$ cat src/verilog/bsp_pkg.sv
package bsp_pkg;
    // ------------------------------------------------------------
    // header layout
    // ------------------------------------------------------------
    localparam int HDR_BYTES      = 10;
    localparam int ADDR_LAST_BYTE = 3;
    localparam int CNT_LAST_BYTE  = 7;
    localparam int FLAG_LAST_BYTE = 9;
    localparam logic [3:0] HDR_IDX_W0 = 4'h0;
    // ------------------------------------------------------------
    // default flag bit positions
    // ------------------------------------------------------------
    localparam int FLAG_ZERO_POS  = 0;
    localparam int FLAG_IGN_POS   = 4;
    localparam int FLAG_INIT_POS  = 3;
    localparam int FLAG_PTYPE_POS = 1;
    localparam int FLAG_LAST_POS  = 15;
    // ------------------------------------------------------------
    // addresses
    // ------------------------------------------------------------
    localparam logic [31:0] STACK_TOP     = 32'hFFB00FFC;
    localparam logic [31:0] JUMP_VARIANT0 = 32'hFFA00000;
    localparam logic [31:0] JUMP_VARIANT1 = 32'hFFA08000;
    localparam logic [31:0] TWB_BUF_LO    = 32'hFF903F00;
    localparam logic [31:0] TWB_BUF_HI    = 32'hFF903FFF;
    localparam logic [31:0] ZERO_WORD     = 32'h00000000;
    // ------------------------------------------------------------
    // buffering
    // ------------------------------------------------------------
    localparam int FIFO_DEPTH = 4;
    localparam int FIFO_WIDTH = 8;

    typedef enum logic [2:0] {
        ST_HDR,
        ST_BODY,
        ST_SKIP,
        ST_ZERO,
        ST_CALL,
        ST_WAIT_RET,
        ST_DONE
    } bsp_state_type;
endpackage

$ cat src/verilog/bsp_fifo.sv
`timescale 1ns/1ps
module bsp_fifo #(
    parameter int WIDTH = 8,
    parameter int DEPTH = 4
) (
    input  wire logic             mclk_i,
    input  wire logic             arst_n_i,
    input  wire logic [WIDTH-1:0] in_data_i,
    input  wire logic             in_valid_i,
    output logic                  in_ready_o,
    output logic [WIDTH-1:0]      out_data_o,
    output logic                  out_valid_o,
    input  wire logic             out_ready_i
);
    localparam int AW = $clog2(DEPTH);
    logic [WIDTH-1:0] mem [DEPTH];
    logic [AW-1:0]    wr_ptr;
    logic [AW-1:0]    rd_ptr;
    logic [AW:0]      fill;
    logic             push;
    logic             pop;

    assign in_ready_o  = (fill != DEPTH[AW:0]);
    assign out_valid_o = (fill != '0);
    assign push        = in_valid_i && in_ready_o;
    assign pop         = out_valid_o && out_ready_i;
    assign out_data_o  = mem[rd_ptr];

    always_ff @(posedge mclk_i) begin
        if (push) begin
            mem[wr_ptr] <= in_data_i;
        end
    end

    always_ff @(posedge mclk_i or negedge arst_n_i) begin
        if (!arst_n_i) begin
            wr_ptr <= '0;
            rd_ptr <= '0;
            fill   <= '0;
        end else begin
            if (push) begin
                wr_ptr <= (wr_ptr == AW'(DEPTH - 1)) ? '0 : wr_ptr + 1'b1;
            end
            if (pop) begin
                rd_ptr <= (rd_ptr == AW'(DEPTH - 1)) ? '0 : rd_ptr + 1'b1;
            end
            fill <= fill + (AW+1)'(push) - (AW+1)'(pop);
        end
    end

    a_fifo_bounds: assert property (@(posedge mclk_i) disable iff (!arst_n_i)
        fill <= DEPTH[AW:0]) else $error("fifo fill out of range");
endmodule

$ cat src/verilog/bsp_parser.sv
`timescale 1ns/1ps
// Summary of operation
// RL1: header is address, count, flags, ten bytes
// RL2: zero-fill writes count zeros, no body
// RL3: producer uses zero-fill for large zero buffers
// RL4: ignore flag skips block, no writes
// RL5: init block loaded then called, wait return
// RL6: init code ends with a return
// RL7: init blocks come first in stream
// RL8: init blocks run before application loading
// RL9: stack pointer set to scratchpad top first
// RL10: init code saves and restores registers
// RL11: blocks processed until last block
// RL12: after last, jump to level-one start
// RL13: processor-type flag chooses jump target
// RL14: two-wire mode reserves buffer range
// RL15: producer puts reserved-range data in last
// RL16: holdoff strobe high during init, zero-fill
// RL17: flag positions parameters, fields little-endian
module bsp_parser #(
    parameter int ZERO_POS  = bsp_pkg::FLAG_ZERO_POS,
    parameter int IGN_POS   = bsp_pkg::FLAG_IGN_POS,
    parameter int INIT_POS  = bsp_pkg::FLAG_INIT_POS,
    parameter int PTYPE_POS = bsp_pkg::FLAG_PTYPE_POS,
    parameter int LAST_POS  = bsp_pkg::FLAG_LAST_POS,
    parameter int DEPTH     = bsp_pkg::FIFO_DEPTH
) (
    input  wire logic        mclk_i,
    input  wire logic        arst_n_i,
    input  wire logic [7:0]  src_data_i,
    input  wire logic        src_valid_i,
    output logic             src_ready_o,
    input  wire logic        two_wire_boot_mode_i,
    output logic [31:0]      mem_addr_o,
    output logic [7:0]       mem_data_o,
    output logic             mem_we_o,
    input  wire logic        mem_ready_i,
    output logic             call_o,
    output logic [31:0]      call_addr_o,
    output logic [31:0]      stack_pointer_o,
    input  wire logic        ret_i,
    output logic             boot_done_o,
    output logic [31:0]      jump_addr_o,
    output logic             lowest_priority_interrupt_level_o,
    output logic             host_holdoff_strobe_o,
    output logic             range_err_o
);
    // ------------------------------------------------------------
    // input buffer
    // ------------------------------------------------------------
    logic [7:0] byte_d;
    logic       byte_v;
    logic       byte_take;

    bsp_fifo #(
        .WIDTH (bsp_pkg::FIFO_WIDTH),
        .DEPTH (DEPTH)
    ) u_fifo (
        .mclk_i      (mclk_i),
        .arst_n_i    (arst_n_i),
        .in_data_i   (src_data_i),
        .in_valid_i  (src_valid_i),
        .in_ready_o  (src_ready_o),
        .out_data_o  (byte_d),
        .out_valid_o (byte_v),
        .out_ready_i (byte_take)
    );

    // ------------------------------------------------------------
    // state
    // ------------------------------------------------------------
    bsp_pkg::bsp_state_type state;
    logic [3:0]  hdr_idx;
    logic [31:0] blk_addr;
    logic [31:0] blk_cnt;
    logic [15:0] blk_flags;
    logic [31:0] wr_addr;
    logic [31:0] remain;
    logic        is_init;
    logic        wr_pend;
    logic        hdr_end;

    function automatic logic in_twb_buf(input logic [31:0] a);
        return (a >= bsp_pkg::TWB_BUF_LO) && (a <= bsp_pkg::TWB_BUF_HI);
    endfunction

    // a write is issued only when the memory side has drained the last one
    assign hdr_end   = (hdr_idx == 4'(bsp_pkg::HDR_BYTES - 1));
    assign byte_take = byte_v && !wr_pend &&
                       ((state == bsp_pkg::ST_HDR) ||
                        (state == bsp_pkg::ST_BODY) ||
                        (state == bsp_pkg::ST_SKIP));

    // ------------------------------------------------------------
    // header capture
    // ------------------------------------------------------------
    always_ff @(posedge mclk_i or negedge arst_n_i) begin
        if (!arst_n_i) begin
            hdr_idx   <= bsp_pkg::HDR_IDX_W0;
            blk_addr  <= '0;
            blk_cnt   <= '0;
            blk_flags <= '0;
        end else if (state == bsp_pkg::ST_HDR && byte_take) begin
            // RL1 RL17: ordered little-endian fields
            if (hdr_idx <= 4'(bsp_pkg::ADDR_LAST_BYTE)) begin
                blk_addr <= {byte_d, blk_addr[31:8]};
            end else if (hdr_idx <= 4'(bsp_pkg::CNT_LAST_BYTE)) begin
                blk_cnt <= {byte_d, blk_cnt[31:8]};
            end else begin
                blk_flags <= {byte_d, blk_flags[15:8]};
            end
            hdr_idx <= hdr_end ? bsp_pkg::HDR_IDX_W0 : hdr_idx + 4'h1;
        end
    end

    // full flag word as seen on the final header byte
    logic [15:0] flags_now;
    assign flags_now = {byte_d, blk_flags[15:8]};

    // ------------------------------------------------------------
    // block sequencing
    // ------------------------------------------------------------
    always_ff @(posedge mclk_i or negedge arst_n_i) begin
        if (!arst_n_i) begin
            state   <= bsp_pkg::ST_HDR;
            wr_addr <= '0;
            remain  <= '0;
            is_init <= 1'b0;
        end else begin
            case (state)
                bsp_pkg::ST_HDR: begin
                    if (byte_take && hdr_end) begin
                        wr_addr <= blk_addr;
                        remain  <= blk_cnt;
                        is_init <= flags_now[INIT_POS];
                        // RL4: ignored block passes over its body
                        if (flags_now[IGN_POS]) begin
                            state <= (blk_cnt == '0) ? bsp_pkg::ST_HDR : bsp_pkg::ST_SKIP;
                        // RL2: zero-fill has no body
                        end else if (flags_now[ZERO_POS]) begin
                            state <= (blk_cnt == '0) ? bsp_pkg::ST_HDR : bsp_pkg::ST_ZERO;
                        end else if (blk_cnt != '0) begin
                            state <= bsp_pkg::ST_BODY;
                        end else if (flags_now[INIT_POS]) begin
                            state <= bsp_pkg::ST_CALL;
                        end else if (flags_now[LAST_POS]) begin
                            state <= bsp_pkg::ST_DONE;
                        end
                    end
                end
                bsp_pkg::ST_BODY, bsp_pkg::ST_SKIP, bsp_pkg::ST_ZERO: begin
                    if ((state == bsp_pkg::ST_ZERO && !wr_pend) || byte_take) begin
                        wr_addr <= wr_addr + 32'h1;
                        remain  <= remain - 32'h1;
                        if (remain == 32'h1) begin
                            // RL5 RL8: init body is called before loading more
                            if (state != bsp_pkg::ST_SKIP && is_init) begin
                                state <= bsp_pkg::ST_CALL;
                            // RL11 RL12: stop after the last block unless it is ignored
                            end else if (state != bsp_pkg::ST_SKIP && blk_flags[LAST_POS]) begin
                                state <= bsp_pkg::ST_DONE;
                            end else begin
                                state <= bsp_pkg::ST_HDR;
                            end
                        end
                    end
                end
                bsp_pkg::ST_CALL: begin
                    if (!wr_pend) begin
                        state <= bsp_pkg::ST_WAIT_RET;
                    end
                end
                bsp_pkg::ST_WAIT_RET: begin
                    // RL5 RL6: resume only after the return
                    if (ret_i) begin
                        state <= blk_flags[LAST_POS] ? bsp_pkg::ST_DONE : bsp_pkg::ST_HDR;
                    end
                end
                bsp_pkg::ST_DONE: begin
                    state <= bsp_pkg::ST_DONE;
                end
                default: begin
                    state <= bsp_pkg::ST_HDR;
                end
            endcase
        end
    end

    // ------------------------------------------------------------
    // memory write port
    // ------------------------------------------------------------
    always_ff @(posedge mclk_i or negedge arst_n_i) begin
        if (!arst_n_i) begin
            mem_addr_o <= '0;
            mem_data_o <= '0;
            wr_pend    <= 1'b0;
        end else begin
            if (wr_pend && mem_ready_i) begin
                wr_pend <= 1'b0;
            end
            if (state == bsp_pkg::ST_BODY && byte_take) begin
                mem_addr_o <= wr_addr;
                mem_data_o <= byte_d;
                wr_pend    <= 1'b1;
            // RL2: zeros from the header address
            end else if (state == bsp_pkg::ST_ZERO && !wr_pend) begin
                mem_addr_o <= wr_addr;
                mem_data_o <= bsp_pkg::ZERO_WORD[7:0];
                wr_pend    <= 1'b1;
            end
        end
    end
    assign mem_we_o = wr_pend;

    // ------------------------------------------------------------
    // call, completion and host strobe
    // ------------------------------------------------------------
    always_ff @(posedge mclk_i or negedge arst_n_i) begin
        if (!arst_n_i) begin
            call_o                <= 1'b0;
            call_addr_o           <= '0;
            stack_pointer_o       <= '0;
            boot_done_o           <= 1'b0;
            jump_addr_o           <= '0;
            host_holdoff_strobe_o <= 1'b0;
            range_err_o           <= 1'b0;
        end else begin
            call_o <= (state == bsp_pkg::ST_CALL) && !wr_pend;
            if (state == bsp_pkg::ST_CALL) begin
                // RL9: stack at scratchpad top before call
                stack_pointer_o <= bsp_pkg::STACK_TOP;
                call_addr_o     <= blk_addr;
            end
            // RL16: hold off the host during init and zero-fill
            host_holdoff_strobe_o <= (state == bsp_pkg::ST_ZERO) ||
                                     (state == bsp_pkg::ST_CALL) ||
                                     (state == bsp_pkg::ST_WAIT_RET);
            // RL13: variant flag picks the jump target
            if (state == bsp_pkg::ST_DONE && !wr_pend) begin
                boot_done_o <= 1'b1;
                jump_addr_o <= blk_flags[PTYPE_POS] ? bsp_pkg::JUMP_VARIANT1
                                                    : bsp_pkg::JUMP_VARIANT0;
            end
            // RL14 RL15: in two-wire mode, a reserved-buffer write outside the last block sets range_err_o
            if (two_wire_boot_mode_i && wr_pend && in_twb_buf(mem_addr_o) &&
                !blk_flags[LAST_POS]) begin
                range_err_o <= 1'b1;
            end
        end
    end

    // RL12: still at the lowest interrupt level on exit
    assign lowest_priority_interrupt_level_o = 1'b1;

    // ------------------------------------------------------------
    // checks
    // ------------------------------------------------------------
    a_zero_data: assert property (@(posedge mclk_i) disable iff (!arst_n_i) // RL2
        (mem_we_o && state == bsp_pkg::ST_ZERO) |-> mem_data_o == 8'h00)
        else $error("zero fill wrote nonzero data");
    a_skip_nowrite: assert property (@(posedge mclk_i) disable iff (!arst_n_i) // RL4
        (state == bsp_pkg::ST_SKIP) |=> !mem_we_o)
        else $error("write issued while skipping");
    a_call_sp: assert property (@(posedge mclk_i) disable iff (!arst_n_i) // RL9
        call_o |-> stack_pointer_o == bsp_pkg::STACK_TOP)
        else $error("call without stack set");
    a_wait_ret: assert property (@(posedge mclk_i) disable iff (!arst_n_i) // RL5
        (state == bsp_pkg::ST_WAIT_RET && !ret_i) |=> state == bsp_pkg::ST_WAIT_RET)
        else $error("left call before return");
    a_holdoff_init: assert property (@(posedge mclk_i) disable iff (!arst_n_i) // RL16
        (state == bsp_pkg::ST_WAIT_RET) |=> host_holdoff_strobe_o)
        else $error("holdoff low during init call");
    a_hdr_nowrite: assert property (@(posedge mclk_i) disable iff (!arst_n_i) // RL1
        (state == bsp_pkg::ST_HDR && hdr_idx != 4'h0) |-> ##1 !$rose(mem_we_o))
        else $error("write during header");
    a_done_jump: assert property (@(posedge mclk_i) disable iff (!arst_n_i) // RL13
        $rose(boot_done_o) |-> (jump_addr_o == bsp_pkg::JUMP_VARIANT0 ||
                                jump_addr_o == bsp_pkg::JUMP_VARIANT1))
        else $error("bad jump target");
    a_done_stays: assert property (@(posedge mclk_i) disable iff (!arst_n_i) // RL11
        boot_done_o |=> boot_done_o && state == bsp_pkg::ST_DONE)
        else $error("parser left done");
    a_done_nowrite: assert property (@(posedge mclk_i) disable iff (!arst_n_i) // RL12
        boot_done_o |-> !mem_we_o)
        else $error("write after boot done");
    a_call_pulse: assert property (@(posedge mclk_i) disable iff (!arst_n_i) // RL5
        call_o |=> !call_o)
        else $error("call strobe longer than one cycle");
    a_call_nowrite: assert property (@(posedge mclk_i) disable iff (!arst_n_i) // RL8
        call_o |-> !mem_we_o)
        else $error("call issued with a write pending");
    a_range_sticky: assert property (@(posedge mclk_i) disable iff (!arst_n_i) // RL14
        range_err_o |=> range_err_o)
        else $error("range error flag cleared");

    // ------------------------------------------------------------
    // scenario coverage
    // ------------------------------------------------------------
    c_init_ret: cover property (@(posedge mclk_i) disable iff (!arst_n_i)
        state == bsp_pkg::ST_WAIT_RET && ret_i);
    c_call: cover property (@(posedge mclk_i) disable iff (!arst_n_i) call_o);
    c_zero: cover property (@(posedge mclk_i) disable iff (!arst_n_i)
        state == bsp_pkg::ST_ZERO);
    c_skip: cover property (@(posedge mclk_i) disable iff (!arst_n_i)
        state == bsp_pkg::ST_SKIP);
    c_done: cover property (@(posedge mclk_i) disable iff (!arst_n_i) $rose(boot_done_o));
endmodule

$ cat config.mk
export PLATFORM = sky130hd
export DESIGN_NAME = bsp_parser
export DESIGN_NICKNAME = d
export VERILOG_FILES = /design/src/verilog/bsp_pkg.sv /design/src/verilog/bsp_fifo.sv /design/src/verilog/bsp_parser.sv
export SDC_FILE = /design/constraint.sdc
export NUM_CORES = 1
export LEC_CHECK = 0
export BUFFER_PORTS_ARGS = -buffer_cell sky130_fd_sc_hd__clkbuf_2
export CAP_MARGIN = 20
export CORE_AREA = 2 2 146 148
export CTS_BUF_LIST = sky130_fd_sc_hd__clkbuf_4
export DETAILED_ROUTE_END_ITERATION = 6
export DIE_AREA = 0 0 148 150
export GPL_TIMING_DRIVEN = 0
export PLACE_DENSITY = 0.82
export SLEW_MARGIN = 20
export SYNTH_ARGS = -nofsm -noshare
export SYNTH_HDL_FRONTEND = slang
export SYNTH_SLANG_ARGS = --single-unit
$ cat constraint.sdc
create_clock -name mclk_i -period 3.4 [get_ports mclk_i]
set_clock_uncertainty 0.15 [all_clocks]
set_input_delay 0.17 -clock mclk_i [delete_from_list [all_inputs] [get_ports mclk_i]]
set_output_delay 0.17 -clock mclk_i [all_outputs]
set_load 0.02 [all_outputs]
After elaboration in Yosys (flattened, before gate mapping). Memories as Yosys holds them, arrays and structs flattened. Index checks and enable logic that the tools add are counted. W data, S select, Z words.

Add/subtract/negate cells: 7. $mul: 0. Divide/modulo/power cells: 0. $lt $le $gt $ge: 4. Eq/ne operators: 18. Shift operators: 0. Muxes and demuxes: 35. Bitwise logic cells: 2. Reductions and logical operators: 38.

Operator list (number): $mux W32 (6); $pmux W32 S2 (2); $mux W3 (13); $add A32 B1 Y32 const B (1); $eq A32 B1 Y1 const B (1); $ge A32 B32 Y1 const B (1); $le A32 B32 Y1 const B (1); $logic_not A32 Y1 (1); $reduce_bool A32 Y1 (1); $sub A32 B1 Y32 const B (1); $logic_and A1 B1 Y1 (17); $mux W16 (1); $mux W8 (2); $pmux W3 S5 (1); $eq A3 B3 Y1 const B (3); $reduce_and A3 Y1 (3); $mux W2 (4); $ne A2 B2 Y1 const B (4); $eq A3 B2 Y1 const B (2); $ne A6 B5 Y1 const B (1); $reduce_and A6 Y1 (1); $reduce_bool A3 Y1 (2); $logic_or A1 B1 Y1 (5); $mux W1 (5); 19 further kinds (25).

Register bits after elaboration: 269. Bits in latches: 0. RAM bits: 32. Bits in read-only memories: 0. Input port bits: 14. Output and inout port bits: 143. Logic and storage cells: 126. Memories: 1.

Memories: u_fifo.mem (words 4, bits a word 8, rd ports 1, clocked after Yosys merged registers in 0, write ports 1, line bsp_fifo.sv:16) `logic [WIDTH-1:0] mem [DEPTH];`.

Depth between registers and ports, before layout. Gate-level depths: netlist (run 1). An unclocked memory read counts as a cell.

Word-level depth: 8. Depth in mapped cells: 10. Mapped depth without buffers: 10.

Cells and area by module. A second synthesis (run 1) with hierarchy kept.

Cell total of the unflattened synthesis: 1057. Area total of the unflattened synthesis: 12110.4 um^2.

By module, submodules not included: bsp_parser (instances 1, cells an instance 977, area each 10518.8 um^2); bsp_fifo (instances 1, cells an instance 80, area each 1591.5 um^2).

Least setup slack after synthesis (run 1). No wires, ideal clock.

Kind: flip-flop to flip-flop. Start: register remain[0]. End: register remain[28]. Arrival: 2318 ps. Data required time: 3171 ps. Setup slack: 852 ps. Stages on the path, launching flop included: 8. Path buffers: 0. Period minus slack after synthesis: 2548 ps. Path through: dfrtp_1 > inv_1 > ha_1 > or4b_4 > or3_4 > or4_4 > a21oi_2 > a2bb2oi_1.

Cells in the longest elaborated chain, start to end: 3.

RTL lines: from (decl) (line bsp_parser.sv:78) `logic [31:0] remain;`; from (signal assigned) (line bsp_parser.sv:134) `remain <= blk_cnt;`; from (signal assigned) (line bsp_parser.sv:154) `remain <= remain - 32'h1;`; $sub A32 B1 Y32 (line bsp_parser.sv:154); $mux W32 (line bsp_parser.sv:152) `if ((state == bsp_pkg::ST_ZERO && !wr_pend) || byte_take) begin`; $pmux W32 S2 (line bsp_parser.sv:130) `case (state)`.

Every way passes these cells. The select of a mux whose other input is x is not followed. A chain may end at the register's enable or synchronous reset.

Worst setup path in the final report (run 1).
Start: register state[0]. End: register remain[0].

Cells in the longest elaborated chain, start to end: 7. Elaborated cells between the ends (all ways): 16.

RTL lines: from (decl) (line bsp_parser.sv:72) `bsp_pkg::bsp_state_type state;`; from (signal assigned) (line bsp_parser.sv:125) `state <= bsp_pkg::ST_HDR;`; from (signal assigned) (line bsp_parser.sv:138) `state <= (blk_cnt == '0) ? bsp_pkg::ST_HDR : bsp_pkg::ST_SKIP;`; from (signal assigned) (line bsp_parser.sv:141) `state <= (blk_cnt == '0) ? bsp_pkg::ST_HDR : bsp_pkg::ST_ZERO;`; $eq A3 B1 Y1 or $logic_not A3 Y1 (tied branches) (line bsp_parser.sv:91, bsp_parser.sv:130, bsp_parser.sv:90); $logic_or A1 B1 Y1 (line bsp_parser.sv:90) `((state == bsp_pkg::ST_HDR) ||`; $logic_or A1 B1 Y1 (line bsp_parser.sv:91) `(state == bsp_pkg::ST_BODY) ||`; $logic_and A1 B1 Y1 (line bsp_parser.sv:89) `assign byte_take = byte_v && !wr_pend &&`; $logic_or A1 B1 Y1 or $logic_and A1 B1 Y1 (tied branches) (line bsp_parser.sv:152, bsp_parser.sv:132); $ne A2 B2 Y1 (no source line) or $ne A2 B1 Y1 (tied branches); $reduce_and A3 Y1 (no source line).

Parallel ways exist; a longest one is shown, timed or not.

==> results of run 1 <==
[through the flow]
stage / power [uW] / TNS (ns) / instances
after floorplan: 10600 / 0 / 1078
after global placement: 12800 / -550.64 / 1476
after detailed placement: 13100 / 0 / 1479
after CTS: 15800 / 0 / 1607
after global routing: 16900 / 0 / 1608
final: 16000 / 0 / 1608
[worst max-delay path, delay by kind of cell, from the launching register on]
family                 cells  cell delay, ns
buffers and inverters      3            1.33
AND/OR/NAND/NOR            4            0.73
flip-flops                 1            0.33
AO/OA/AOI/OAI              1            0.51
[logic make-up after synthesis]
kind of cell    Yosys count
compound gates          243
fa+ha+maj                11
flops                   260
other cells               2
mux                     145
xor+xnor                  4
buf+inv                 140
simple gates            242
[cells in the final DEF (no fill, tap or decap), drive strengths merged, types with 3 or more instances in the layout]
master,instances
ha,10
and4,4
nor4,21
a21o,5
inv,18
and2,5
clkinv,19
nand3b,3
dfrtp,228
a22o,9
a31oi,10
buf,73
a2bb2oi,26
nand4b,5
xnor2,3
nand2b,3
o32ai,3
o22ai,25
or4,9
nand2,48
clkbuf,267
nor2,41
or3,7
nor3,18
a22oi,6
conb,33
mux2,136
o31ai,4
o21ai,54
nand3,28
or2,4
dlygate4sd3,14
a21oi,71
and3,10
nand4,24
nor2b,4
mux4,8
o22a,5
edfxtp,32
[power by group through the flow]
stage               registers [uW]  logic (uW)  clock network, uW
finish                        6110        7200               2640
global route                  6260        7780               2840
CTS                           6050        7110               2680
detailed placement            6090        7050                  0
global placement              6020        6810                  0
floorplan                     6040        4520                  0
[what timing repair did]
| action | in CTS | in global routing |
|---|---|---|
| endpoints found under the setup margin | 0 | 29 |
| hold buffers | 15 | 0 |
| gates resized for setup | 0 | 3 |
| hold endpoints to repair | 288 | 0 |
[layout make-up]
class                           count  share of cell area [%]
Inverter                           19                   0.495
Clock buffer                       92                    4.80
Sequential cell                   260                    46.3
Tap cell                          275                    2.39
Timing Repair Buffer              141                    5.94
Buffer                            121                    4.84
Clock inverter                     21                   0.921
Antenna cell                        1                  0.0174
Multi-Input combinational cell    678                    34.3
[routing by layer]
| metal | share of wire [%] | global-route usage (%) |
|---|---|---|
| met1 | 40 | 41.9 |
| met2 | 47 | 47.9 |
| met3 | 8.4 | 6.68 |
| met4 | 3.9 | 14.0 |
| met5 | 0 | 0 |
[worst min path at each step]
stage	start	endpoint	slack, ns	depth (start not counted)
after global placement	mem_ready_i	mem_we_o	0.20	2
after CTS	src_data_i[7]	u_fifo.mem[3][7]	0.05	2
after detailed placement	arst_n_i	remain[8]	0.14	1
final	mem_ready_i	mem_we_o	0.08	3
after floorplan	arst_n_i	blk_addr[0]	-0.28	0
after global routing	src_data_i[1]	u_fifo.mem[3][1]	0.06	2
[flip-flops by register name, indices dropped and copies added (netlist names), 2 cells and up]
signal and cells:
jump_addr_o 2, wr_addr 32, hdr_idx 4, call_addr_o 32, mem_data_o 8, u_fifo.fill 3
state 3, remain 32, blk_cnt 32, blk_flags 6, u_fifo.rd_ptr 2, u_fifo.mem 32
blk_addr 32, u_fifo.wr_ptr 2, mem_addr_o 32
==> results.sh, run 1 <==
export IMPL_start_util_pct=59.2
export IMPL_cts_buffer_depth=3
export IMPL_synth_top_family_by_area="multiplexers"
export IMPL_grt_pass1_vias=9599
export IMPL_synthesis_instances=1047
export IMPL_portBuffers=123
export IMPL_status="complete, no violations"
export IMPL_max_slew_margin_pct=23.4
export IMPL_startpoint="state[0]"
export IMPL_drc_errors=0
export IMPL_switching_power_uw=7080
export IMPL_reg2reg_depth=8
export IMPL_layout_nets=1316
export IMPL_synth_area_leader_cell="dfrtp_1"
export IMPL_synth_most_common_cell="dfrtp_1"
export IMPL_post_route_util_pct=69.6
export IMPL_crit_top_cell="clkbuf_1"
export IMPL_ys_warnings_count=0
export IMPL_reg2reg_slack_ns=0.27
export IMPL_synthTopCellsByArea="dfrtp_1, mux2_2, edfxtp_1"
export IMPL_syn_area_um2=12200
export IMPL_seqCellArea_um2=6670
export IMPL_criticalPathCategory="reg -> reg"
export IMPL_fin_area_um2=14400
export IMPL_powerDensity_nw_per_um2=1110
export IMPL_synth_simple_area_share_pct=11.0
export IMPL_r2r_end="remain[0]"
export IMPL_finalCritPeriodShare_pct=92.1
export IMPL_p_leak_uw=0.00630
export IMPL_ys_top_cells_by_count="dfrtp_1, mux2_2, a21oi_1, buf_4, o21ai_0"
export IMPL_critPathLaunchType="register"
export IMPL_p_comb_share_pct=45.1
export IMPL_critPathRequiredTime_ns=3.86
export IMPL_synthFlopType="dfrtp_1"
export IMPL_grt_first_pass_wirelength_mm=52.8
export IMPL_hold_viol=0
export IMPL_layout_min_cycle_time_ns=3.13
export IMPL_cts_buffers=70
export IMPL_cp_slowest_cell="clkbuf_1"
export IMPL_vias=9846
export IMPL_r2r_start="state[0]"
export IMPL_muxShareOfSynthArea_pct=14.1
export IMPL_synth_xor_area_share_pct=0.286
export IMPL_synth_top_cell_area_share_pct=46.6
export IMPL_dr_first_iter_drc_count=988
export IMPL_synth_area_per_cell_um2=11.7
export IMPL_grt_usage_pct=30.8
export IMPL_slew_viol_final=0
export IMPL_swShare_pct=44.4
export IMPL_clkTransAtPathRegs_ns=0.07
export IMPL_end_kind="register"
export IMPL_fin_hold_ws_ns=0.0804
export IMPL_synthArstFlopShare_pct=87.7
export IMPL_critPathMaxFanout=10
export IMPL_dr_pass1_iters=7
export IMPL_io_pins=157
export IMPL_gp_congestion=0.984
export IMPL_fill_cells=1524
export IMPL_insertion_delay_ns=0.71
export IMPL_ir_drop_mv=0.618
export IMPL_syn_to_final_growth_pct=17.6
export IMPL_overflow=0
export IMPL_die_area_um2=22200
export IMPL_std_cell_rows=53
export IMPL_power_frac_seq_pct=38.3
export IMPL_wl_per_cell_um=21.0
export IMPL_cts_sinks=260
export IMPL_synth_seq_area_share_pct=54.4
export IMPL_die_h_um=150
export IMPL_cts_tree="yes"
export IMPL_place_ws_ns=0.215
export IMPL_grt_setup_unrepaired="no"
export IMPL_hp_class="in -> reg"
export IMPL_setup_viol_count_final=0
export IMPL_cts_setup_buffers=0
export IMPL_fmax_mhz=319
export IMPL_dp_hpwl_mm=23.0
export IMPL_vias_per_cell=6.12
export IMPL_synth_edf_count=32
export IMPL_root_buffer="clkbuf_4"
export IMPL_multi_input_area_um2=4940
export IMPL_synth_fa_ha_area_share_pct=1.19
export IMPL_die_w_um=148
export IMPL_worstMarginPinSlew_ns=1.14
export IMPL_ant_nets=0
export IMPL_htreeDepth=3
export IMPL_internal_power_uw=8880
export IMPL_synth_cell_types=78
export IMPL_synth_compound_area_share_pct=12.7
export IMPL_cpPeakStageDelay_ns=0.59
export IMPL_coreArea_um2=20700
export IMPL_drv_cap=0
export IMPL_cp_arrival_ns=3.59
export IMPL_final_layout_size_suffix_gt1_share_pct=34.6
export IMPL_final_setup_worst_slack_ns=0.267
export IMPL_timing_critical_path_cells="clkbuf_1 -> nor2_2 -> a211oi_1 -> and2_1 -> clkbuf_1 -> clkbuf_1 -> nand3_1 -> nand3_1"
export IMPL_antenna_found_initial=1
export IMPL_critPathCapture="remain[0]"
export IMPL_place_area_um2=13400
export IMPL_grt_max_degree=81
export IMPL_clkPwrFrac_pct=16.6
export IMPL_synth_seq_cells=260
export IMPL_wirelength_mm=33.7
No activity file was read; power rests on OpenSTA's default activity.
==> run 2: changes to the inputs <==
--- a/config.mk
+++ b/config.mk
@@ -5,14 +5,14 @@
 export SDC_FILE = /design/constraint.sdc
 export NUM_CORES = 1
 export LEC_CHECK = 0
-export BUFFER_PORTS_ARGS = -buffer_cell sky130_fd_sc_hd__clkbuf_2
 export CAP_MARGIN = 20
 export CORE_AREA = 2 2 146 148
 export CTS_BUF_LIST = sky130_fd_sc_hd__clkbuf_4
 export DETAILED_ROUTE_END_ITERATION = 6
 export DIE_AREA = 0 0 148 150
+export DONT_BUFFER_PORTS = 1
 export GPL_TIMING_DRIVEN = 0
-export PLACE_DENSITY = 0.82
+export PLACE_DENSITY = 0.75
 export SLEW_MARGIN = 20
 export SYNTH_ARGS = -nofsm -noshare
 export SYNTH_HDL_FRONTEND = slang
==> constraint.sdc (replaced) <==
create_clock -name mclk_i -period 2.9 [get_ports mclk_i]
set_clock_uncertainty 0.15 [all_clocks]
set_input_delay 0.145 -clock mclk_i [delete_from_list [all_inputs] [get_ports mclk_i]]
set_output_delay 0.145 -clock mclk_i [all_outputs]
set_load 0.02 [all_outputs]
==> run 2 against run 1 <==
The run now ends with negative hold slack left. Global-route usage down 1.2 points. Sequential share of layout area increased by 1.9 points. Final cell count shrank 7.2%. Setup slack worse by 0.18 ns. Worst hold slack got worse by 1.1 ns. Non-clock buffer count is 123 lower. Clock power is 20% higher. Fmax up 12%. Design area fell by 3.9%. Routed wire length shrank 4.1%. Critical path type unchanged. Critical endpoint is now remain[8]. Largest power group is now registers.
==> results.sh, run 2 (same netlist as run 1, synthesis figures left out) <==
export IMPL_critPathRequiredTime_ns=3.28
export IMPL_root_buffer="clkbuf_4"
export IMPL_crit_top_cell="clkbuf_1"
export IMPL_std_cell_rows=53
export IMPL_powerDensity_nw_per_um2=1310
export IMPL_wl_per_cell_um=21.7
export IMPL_cts_buffer_depth=3
export IMPL_r2r_end="remain[8]"
export IMPL_final_layout_size_suffix_gt1_share_pct=30.8
export IMPL_cp_slowest_cell="o21ai_1"
export IMPL_worstMarginPinSlew_ns=0.935
export IMPL_vias_per_cell=6.19
export IMPL_final_cell_mix="dfrtp_1, mux2_2, clkbuf_4"
export IMPL_fin_hold_ws_ns=-0.977
export IMPL_critPathLaunchType="register"
export IMPL_grt_first_pass_wirelength_mm=50.5
export IMPL_hold_viol=228
export IMPL_cts_sinks=260
export IMPL_timing_critical_path_cells="clkbuf_1 -> o21ai_1 -> clkbuf_1 -> nor2_1 -> a22oi_1 -> o2bb2ai_1"
export IMPL_vias=9240
export IMPL_status="finished, violations left"
export IMPL_io_pins=157
export IMPL_cts_tree="yes"
export IMPL_reg2reg_depth=6
export IMPL_finalPower_uw=18100
export IMPL_violations="negative hold slack"
export IMPL_ctsHoldBuffers=15
export IMPL_r2r_start="state[0]"
export IMPL_wirelength_mm=32.4
export IMPL_post_route_util_pct=66.9
export IMPL_grt_pass1_vias=9187
export IMPL_die_w_um=148
export IMPL_dr_first_iter_drc_count=884
export IMPL_ir_drop_mv=0.750
export IMPL_end_kind="register"
export IMPL_cp_arrival_ns=3.19
export IMPL_fmax_mhz=356
export IMPL_criticalPathCategory="reg -> reg"
export IMPL_syn_to_final_growth_pct=13.0
export IMPL_finalCritPeriodShare_pct=96.8
export IMPL_tns_ns=0
export IMPL_max_slew_margin_pct=37.2
export IMPL_htreeDepth=3
export IMPL_portBuffers=0
export IMPL_cpPeakStageDelay_ns=0.73
export IMPL_insertion_delay_ns=0.68
export IMPL_drv_cap=0
export IMPL_hp_class="in -> async"
export IMPL_drc_errors=0
export IMPL_startpoint="state[0]"
export IMPL_grt_usage_pct=29.6
export IMPL_dr_pass1_iters=6
export IMPL_start_util_pct=59.2
export IMPL_critPathCapture="remain[8]"
export IMPL_coreArea_um2=20700
export IMPL_fin_area_um2=13800
export IMPL_overflow=0
export IMPL_setup_viol_count_final=0
export IMPL_clkTransAtPathRegs_ns=0.07
export IMPL_layout_min_cycle_time_ns=2.81
export IMPL_layout_nets=1192
export IMPL_reg2reg_slack_ns=0.09
export IMPL_critPathMaxFanout=10
export IMPL_die_area_um2=22200
export IMPL_dp_hpwl_mm=21.9
export IMPL_cts_buffers=69
export IMPL_final_common_cell="dfrtp_1"
export IMPL_p_leak_uw=0.00586
export IMPL_grt_max_degree=229
export IMPL_antenna_found_initial=1
export IMPL_die_h_um=150
export IMPL_slew_viol_final=0
export IMPL_gp_congestion=0.962
export IMPL_place_area_um2=12700
export IMPL_ant_nets=0
[run 2: routing by layer]
| metal | share of wire (%) | track usage, % | routed length (um) |
|---|---|---|---|
| met5 | 0 | 0 | 0 |
| met4 | 3.9 | 14.0 | 1260 |
| met3 | 9.5 | 8.08 | 3080 |
| met2 | 46 | 44.4 | 14900 |
| met1 | 41 | 40.3 | 13100 |
[run 2: worst max-delay path, delay by kind of cell, from the launching register on]
family | cells | cell delay (ns)
AOI/OAI and AO/OA | 3 | 1.05
buffers and inverters | 2 | 0.92
DFF | 1 | 0.36
and+or+nand+nor | 1 | 0.19
[run 2: layout make-up]
cell class / instances / area, um2
tap: 275 / 344
buffer: 120 / 723
clock buffer: 98 / 736
timing repair buffer: 19 / 180
sequential: 260 / 6670
inverter: 19 / 71.3
multi-input combinational: 678 / 4990
antenna: 1 / 2.50
fill: 1606 / 6850
clock inverter: 23 / 126
[run 2: worst min path at each step]
stage / start / end / slack [ns] / depth (start not counted)
3_3_place_gp: arst_n_i / jump_addr_o[15] / -0.29 / 0
5_1_grt: arst_n_i / jump_addr_o[15] / -1.01 / 0
2_1_floorplan: arst_n_i / blk_addr[0] / -0.30 / 0
3_5_place_dp: arst_n_i / jump_addr_o[15] / -0.29 / 0
4_1_cts: arst_n_i / jump_addr_o[15] / -1.00 / 0
6_report: arst_n_i / jump_addr_o[15] / -0.98 / 0
[run 2: what timing repair did]
item / CTS / global route
endpoints found under the hold margin: 300 / 228
pin swaps: 0 / 1
resized for setup: 14 / 38
setup endpoints to repair: 76 / 75
buffers inserted: 0 / 3
[run 2: power by group]
| group | total [uW] | switching (uW) | internal [uW] |
|---|---|---|---|
| registers | 7870 | 2520 | 5350 |
| logic | 7070 | 3980 | 3090 |
| clock network | 3180 | 1520 | 1650 |
| total | 18100 | 8020 | 10100 |
[run 2: per-stage QoR]
| step | setup WS (ns) | hold slack [ns] | std cells |
|---|---|---|---|
| 6_report | 0.0917 | -0.977 | 1493 |
| 5_1_grt | -0.0210 | -1.01 | 1493 |
| 4_1_cts | -0.00704 | -1.00 | 1490 |
| 3_5_place_dp | -0.326 | -0.291 | 1354 |
| 3_3_place_gp | -0.309 | -0.289 | 1353 |
| 2_1_floorplan | 0.352 | -0.301 | 1078 |
==> run 3: changes to the inputs <==
--- a/config.mk
+++ b/config.mk
@@ -6,13 +6,12 @@
 export NUM_CORES = 1
 export LEC_CHECK = 0
 export CAP_MARGIN = 20
-export CORE_AREA = 2 2 146 148
+export CORE_AREA = 2 2 206 208
 export CTS_BUF_LIST = sky130_fd_sc_hd__clkbuf_4
 export DETAILED_ROUTE_END_ITERATION = 6
-export DIE_AREA = 0 0 148 150
+export DIE_AREA = 0 0 208 210
 export DONT_BUFFER_PORTS = 1
 export GPL_TIMING_DRIVEN = 0
-export PLACE_DENSITY = 0.75
 export SLEW_MARGIN = 20
 export SYNTH_ARGS = -nofsm -noshare
 export SYNTH_HDL_FRONTEND = slang
==> run 3 against run 2 <==
Design area increased by 3.6%. Setup slack better by 0.059 ns. Critical path type unchanged. Critical endpoint is now remain[4]. Global-route usage fell by 13 points. The flow finishes with violations (design-rule violations, negative hold slack).
==> results.sh, run 3 (same netlist as run 1, synthesis figures left out) <==
export IMPL_std_cell_rows=75
export IMPL_hold_viol=228
export IMPL_syn_to_final_growth_pct=17.1
export IMPL_critPathMaxFanout=10
export IMPL_clkTransAtPathRegs_ns=0.08
export IMPL_ir_drop_mv=0.570
export IMPL_cts_buffer_depth=3
export IMPL_antenna_found_initial=1
export IMPL_fin_hold_ws_ns=-1.02
export IMPL_overflow=0
export IMPL_grt_usage_pct=16.2
export IMPL_critPathRequiredTime_ns=3.31
export IMPL_gp_congestion=0.911
export IMPL_htreeDepth=3
export IMPL_reg2reg_slack_ns=0.15
export IMPL_p_leak_uw=0.00596
export IMPL_cp_arrival_ns=3.16
export IMPL_start_util_pct=29.5
export IMPL_io_pins=157
export IMPL_hp_class="in -> async"
export IMPL_reg2reg_depth=6
export IMPL_portBuffers=0
export IMPL_place_area_um2=13100
export IMPL_dr_pass1_iters=7
export IMPL_wl_per_cell_um=20.4
export IMPL_fill_cells=4219
export IMPL_critical_path_buf_inv_count=2
export IMPL_cpPeakStageDelay_ns=0.72
export IMPL_drv_cap=0
export IMPL_end_kind="register"
export IMPL_dp_hpwl_mm=24.8
export IMPL_cp_depth=6
export IMPL_grt_setup_unrepaired="no"
export IMPL_finalPower_uw=18700
export IMPL_vias_per_cell=5.21
export IMPL_cts_sinks=260
export IMPL_status="finished, violations left"
export IMPL_fmax_mhz=364
export IMPL_fin_area_um2=14300
export IMPL_final_layout_size_suffix_gt1_share_pct=31.4
export IMPL_final_cell_mix="dfrtp_1, mux2_2, clkbuf_4"
export IMPL_coreArea_um2=41500
export IMPL_tns_ns=0
export IMPL_r2r_end="remain[4]"
export IMPL_r2r_start="state[0]"
export IMPL_final_common_cell="dfrtp_1"
export IMPL_vias=9213
export IMPL_insertion_delay_ns=0.72
export IMPL_root_buffer="clkbuf_4"
export IMPL_cts_setup_buffers=0
export IMPL_die_area_um2=43700
export IMPL_dr_first_iter_drc_count=986
export IMPL_cts_tree="yes"
export IMPL_cts_buffers=72
export IMPL_critPathLaunchType="register"
export IMPL_setup_viol_count_final=0
export IMPL_max_slew_margin_pct=33.3
export IMPL_slew_viol_final=0
export IMPL_cp_top_family="compound AO/OA/AOI/OAI gates"
export IMPL_grt_max_degree=229
export IMPL_layout_nets=1198
export IMPL_ctsHoldBuffers=21
export IMPL_ant_nets=0
export IMPL_layout_min_cycle_time_ns=2.75
export IMPL_die_w_um=208
export IMPL_drc_errors=3
export IMPL_violations="design-rule violations, negative hold slack"
export IMPL_die_h_um=210
export IMPL_timing_critical_path_cells="clkbuf_1 -> o21ai_1 -> clkbuf_1 -> nor2_1 -> a21oi_1 -> o21ai_0"
export IMPL_wirelength_mm=36.0
export IMPL_grt_pass1_vias=9110
export IMPL_finalCritPeriodShare_pct=94.8
export IMPL_powerDensity_nw_per_um2=1310
export IMPL_criticalPathCategory="reg -> reg"
export IMPL_crit_top_cell="clkbuf_1"
export IMPL_grt_first_pass_wirelength_mm=55.3
export IMPL_post_route_util_pct=34.6
export IMPL_worstMarginPinSlew_ns=0.993
export IMPL_cp_slowest_cell="o21ai_1"
-- run 3: repair_timing --
action                                 in CTS  in global routing
gates cloned                                0                  0
endpoints found under the hold margin     301                228
setup endpoints to repair                  86                127
gates resized for setup                    14                 35
-- run 3: where the power goes --
part | switching, uW | total (uW) | leakage [uW] | internal [uW]
registers | 2640 | 7990 | 0.00302 | 5350
clock network | 1590 | 3610 | 0.000591 | 2010
logic | 4040 | 7130 | 0.00235 | 3090
total | 8280 | 18700 | 0.00596 | 10400
-- run 3: through the flow --
| stage | setup WS (ns) | instances |
|---|---|---|
| 6_report | 0.151 | 1769 |
| 5_1_grt | 0.00793 | 1768 |
| 4_1_cts | -0.0231 | 1769 |
| 3_5_place_dp | -0.389 | 1618 |
| 3_3_place_gp | -0.575 | 1617 |
| 2_1_floorplan | 0.352 | 1078 |
-- run 3: cell type report --
type | instances | area, um2 | share of cell area, %
Clock inverter | 19 | 151 | 1.06
Buffer | 120 | 721 | 5.03
Inverter | 19 | 71.3 | 0.497
Antenna cell | 1 | 2.50 | 0.0175
Sequential cell | 260 | 6670 | 46.5
Tap cell | 539 | 674 | 4.70
Multi-Input combinational cell | 678 | 5000 | 34.8
Clock buffer | 111 | 833 | 5.81
Timing Repair Buffer | 22 | 221 | 1.54
-- run 3: layer usage --
layer	share of wire [%]	GRT usage [%]	up-vias
met5	0.036	0	-
met4	2.7	5.72	2
met3	9.7	5.66	84
met2	45	24.5	430
met1	43	21.6	4565
li1	-	-	4132
-- run 3: worst max-delay path by stage --
stage	from	endpoint
final	state[0]	remain[4]
after floorplan	remain[0]	remain[28]
after CTS	state[0]	remain[3]
after detailed placement	state[1]	wr_addr[7]
after global routing	state[0]	u_fifo.fill[2]
after global placement	state[0]	call_addr_o[29]
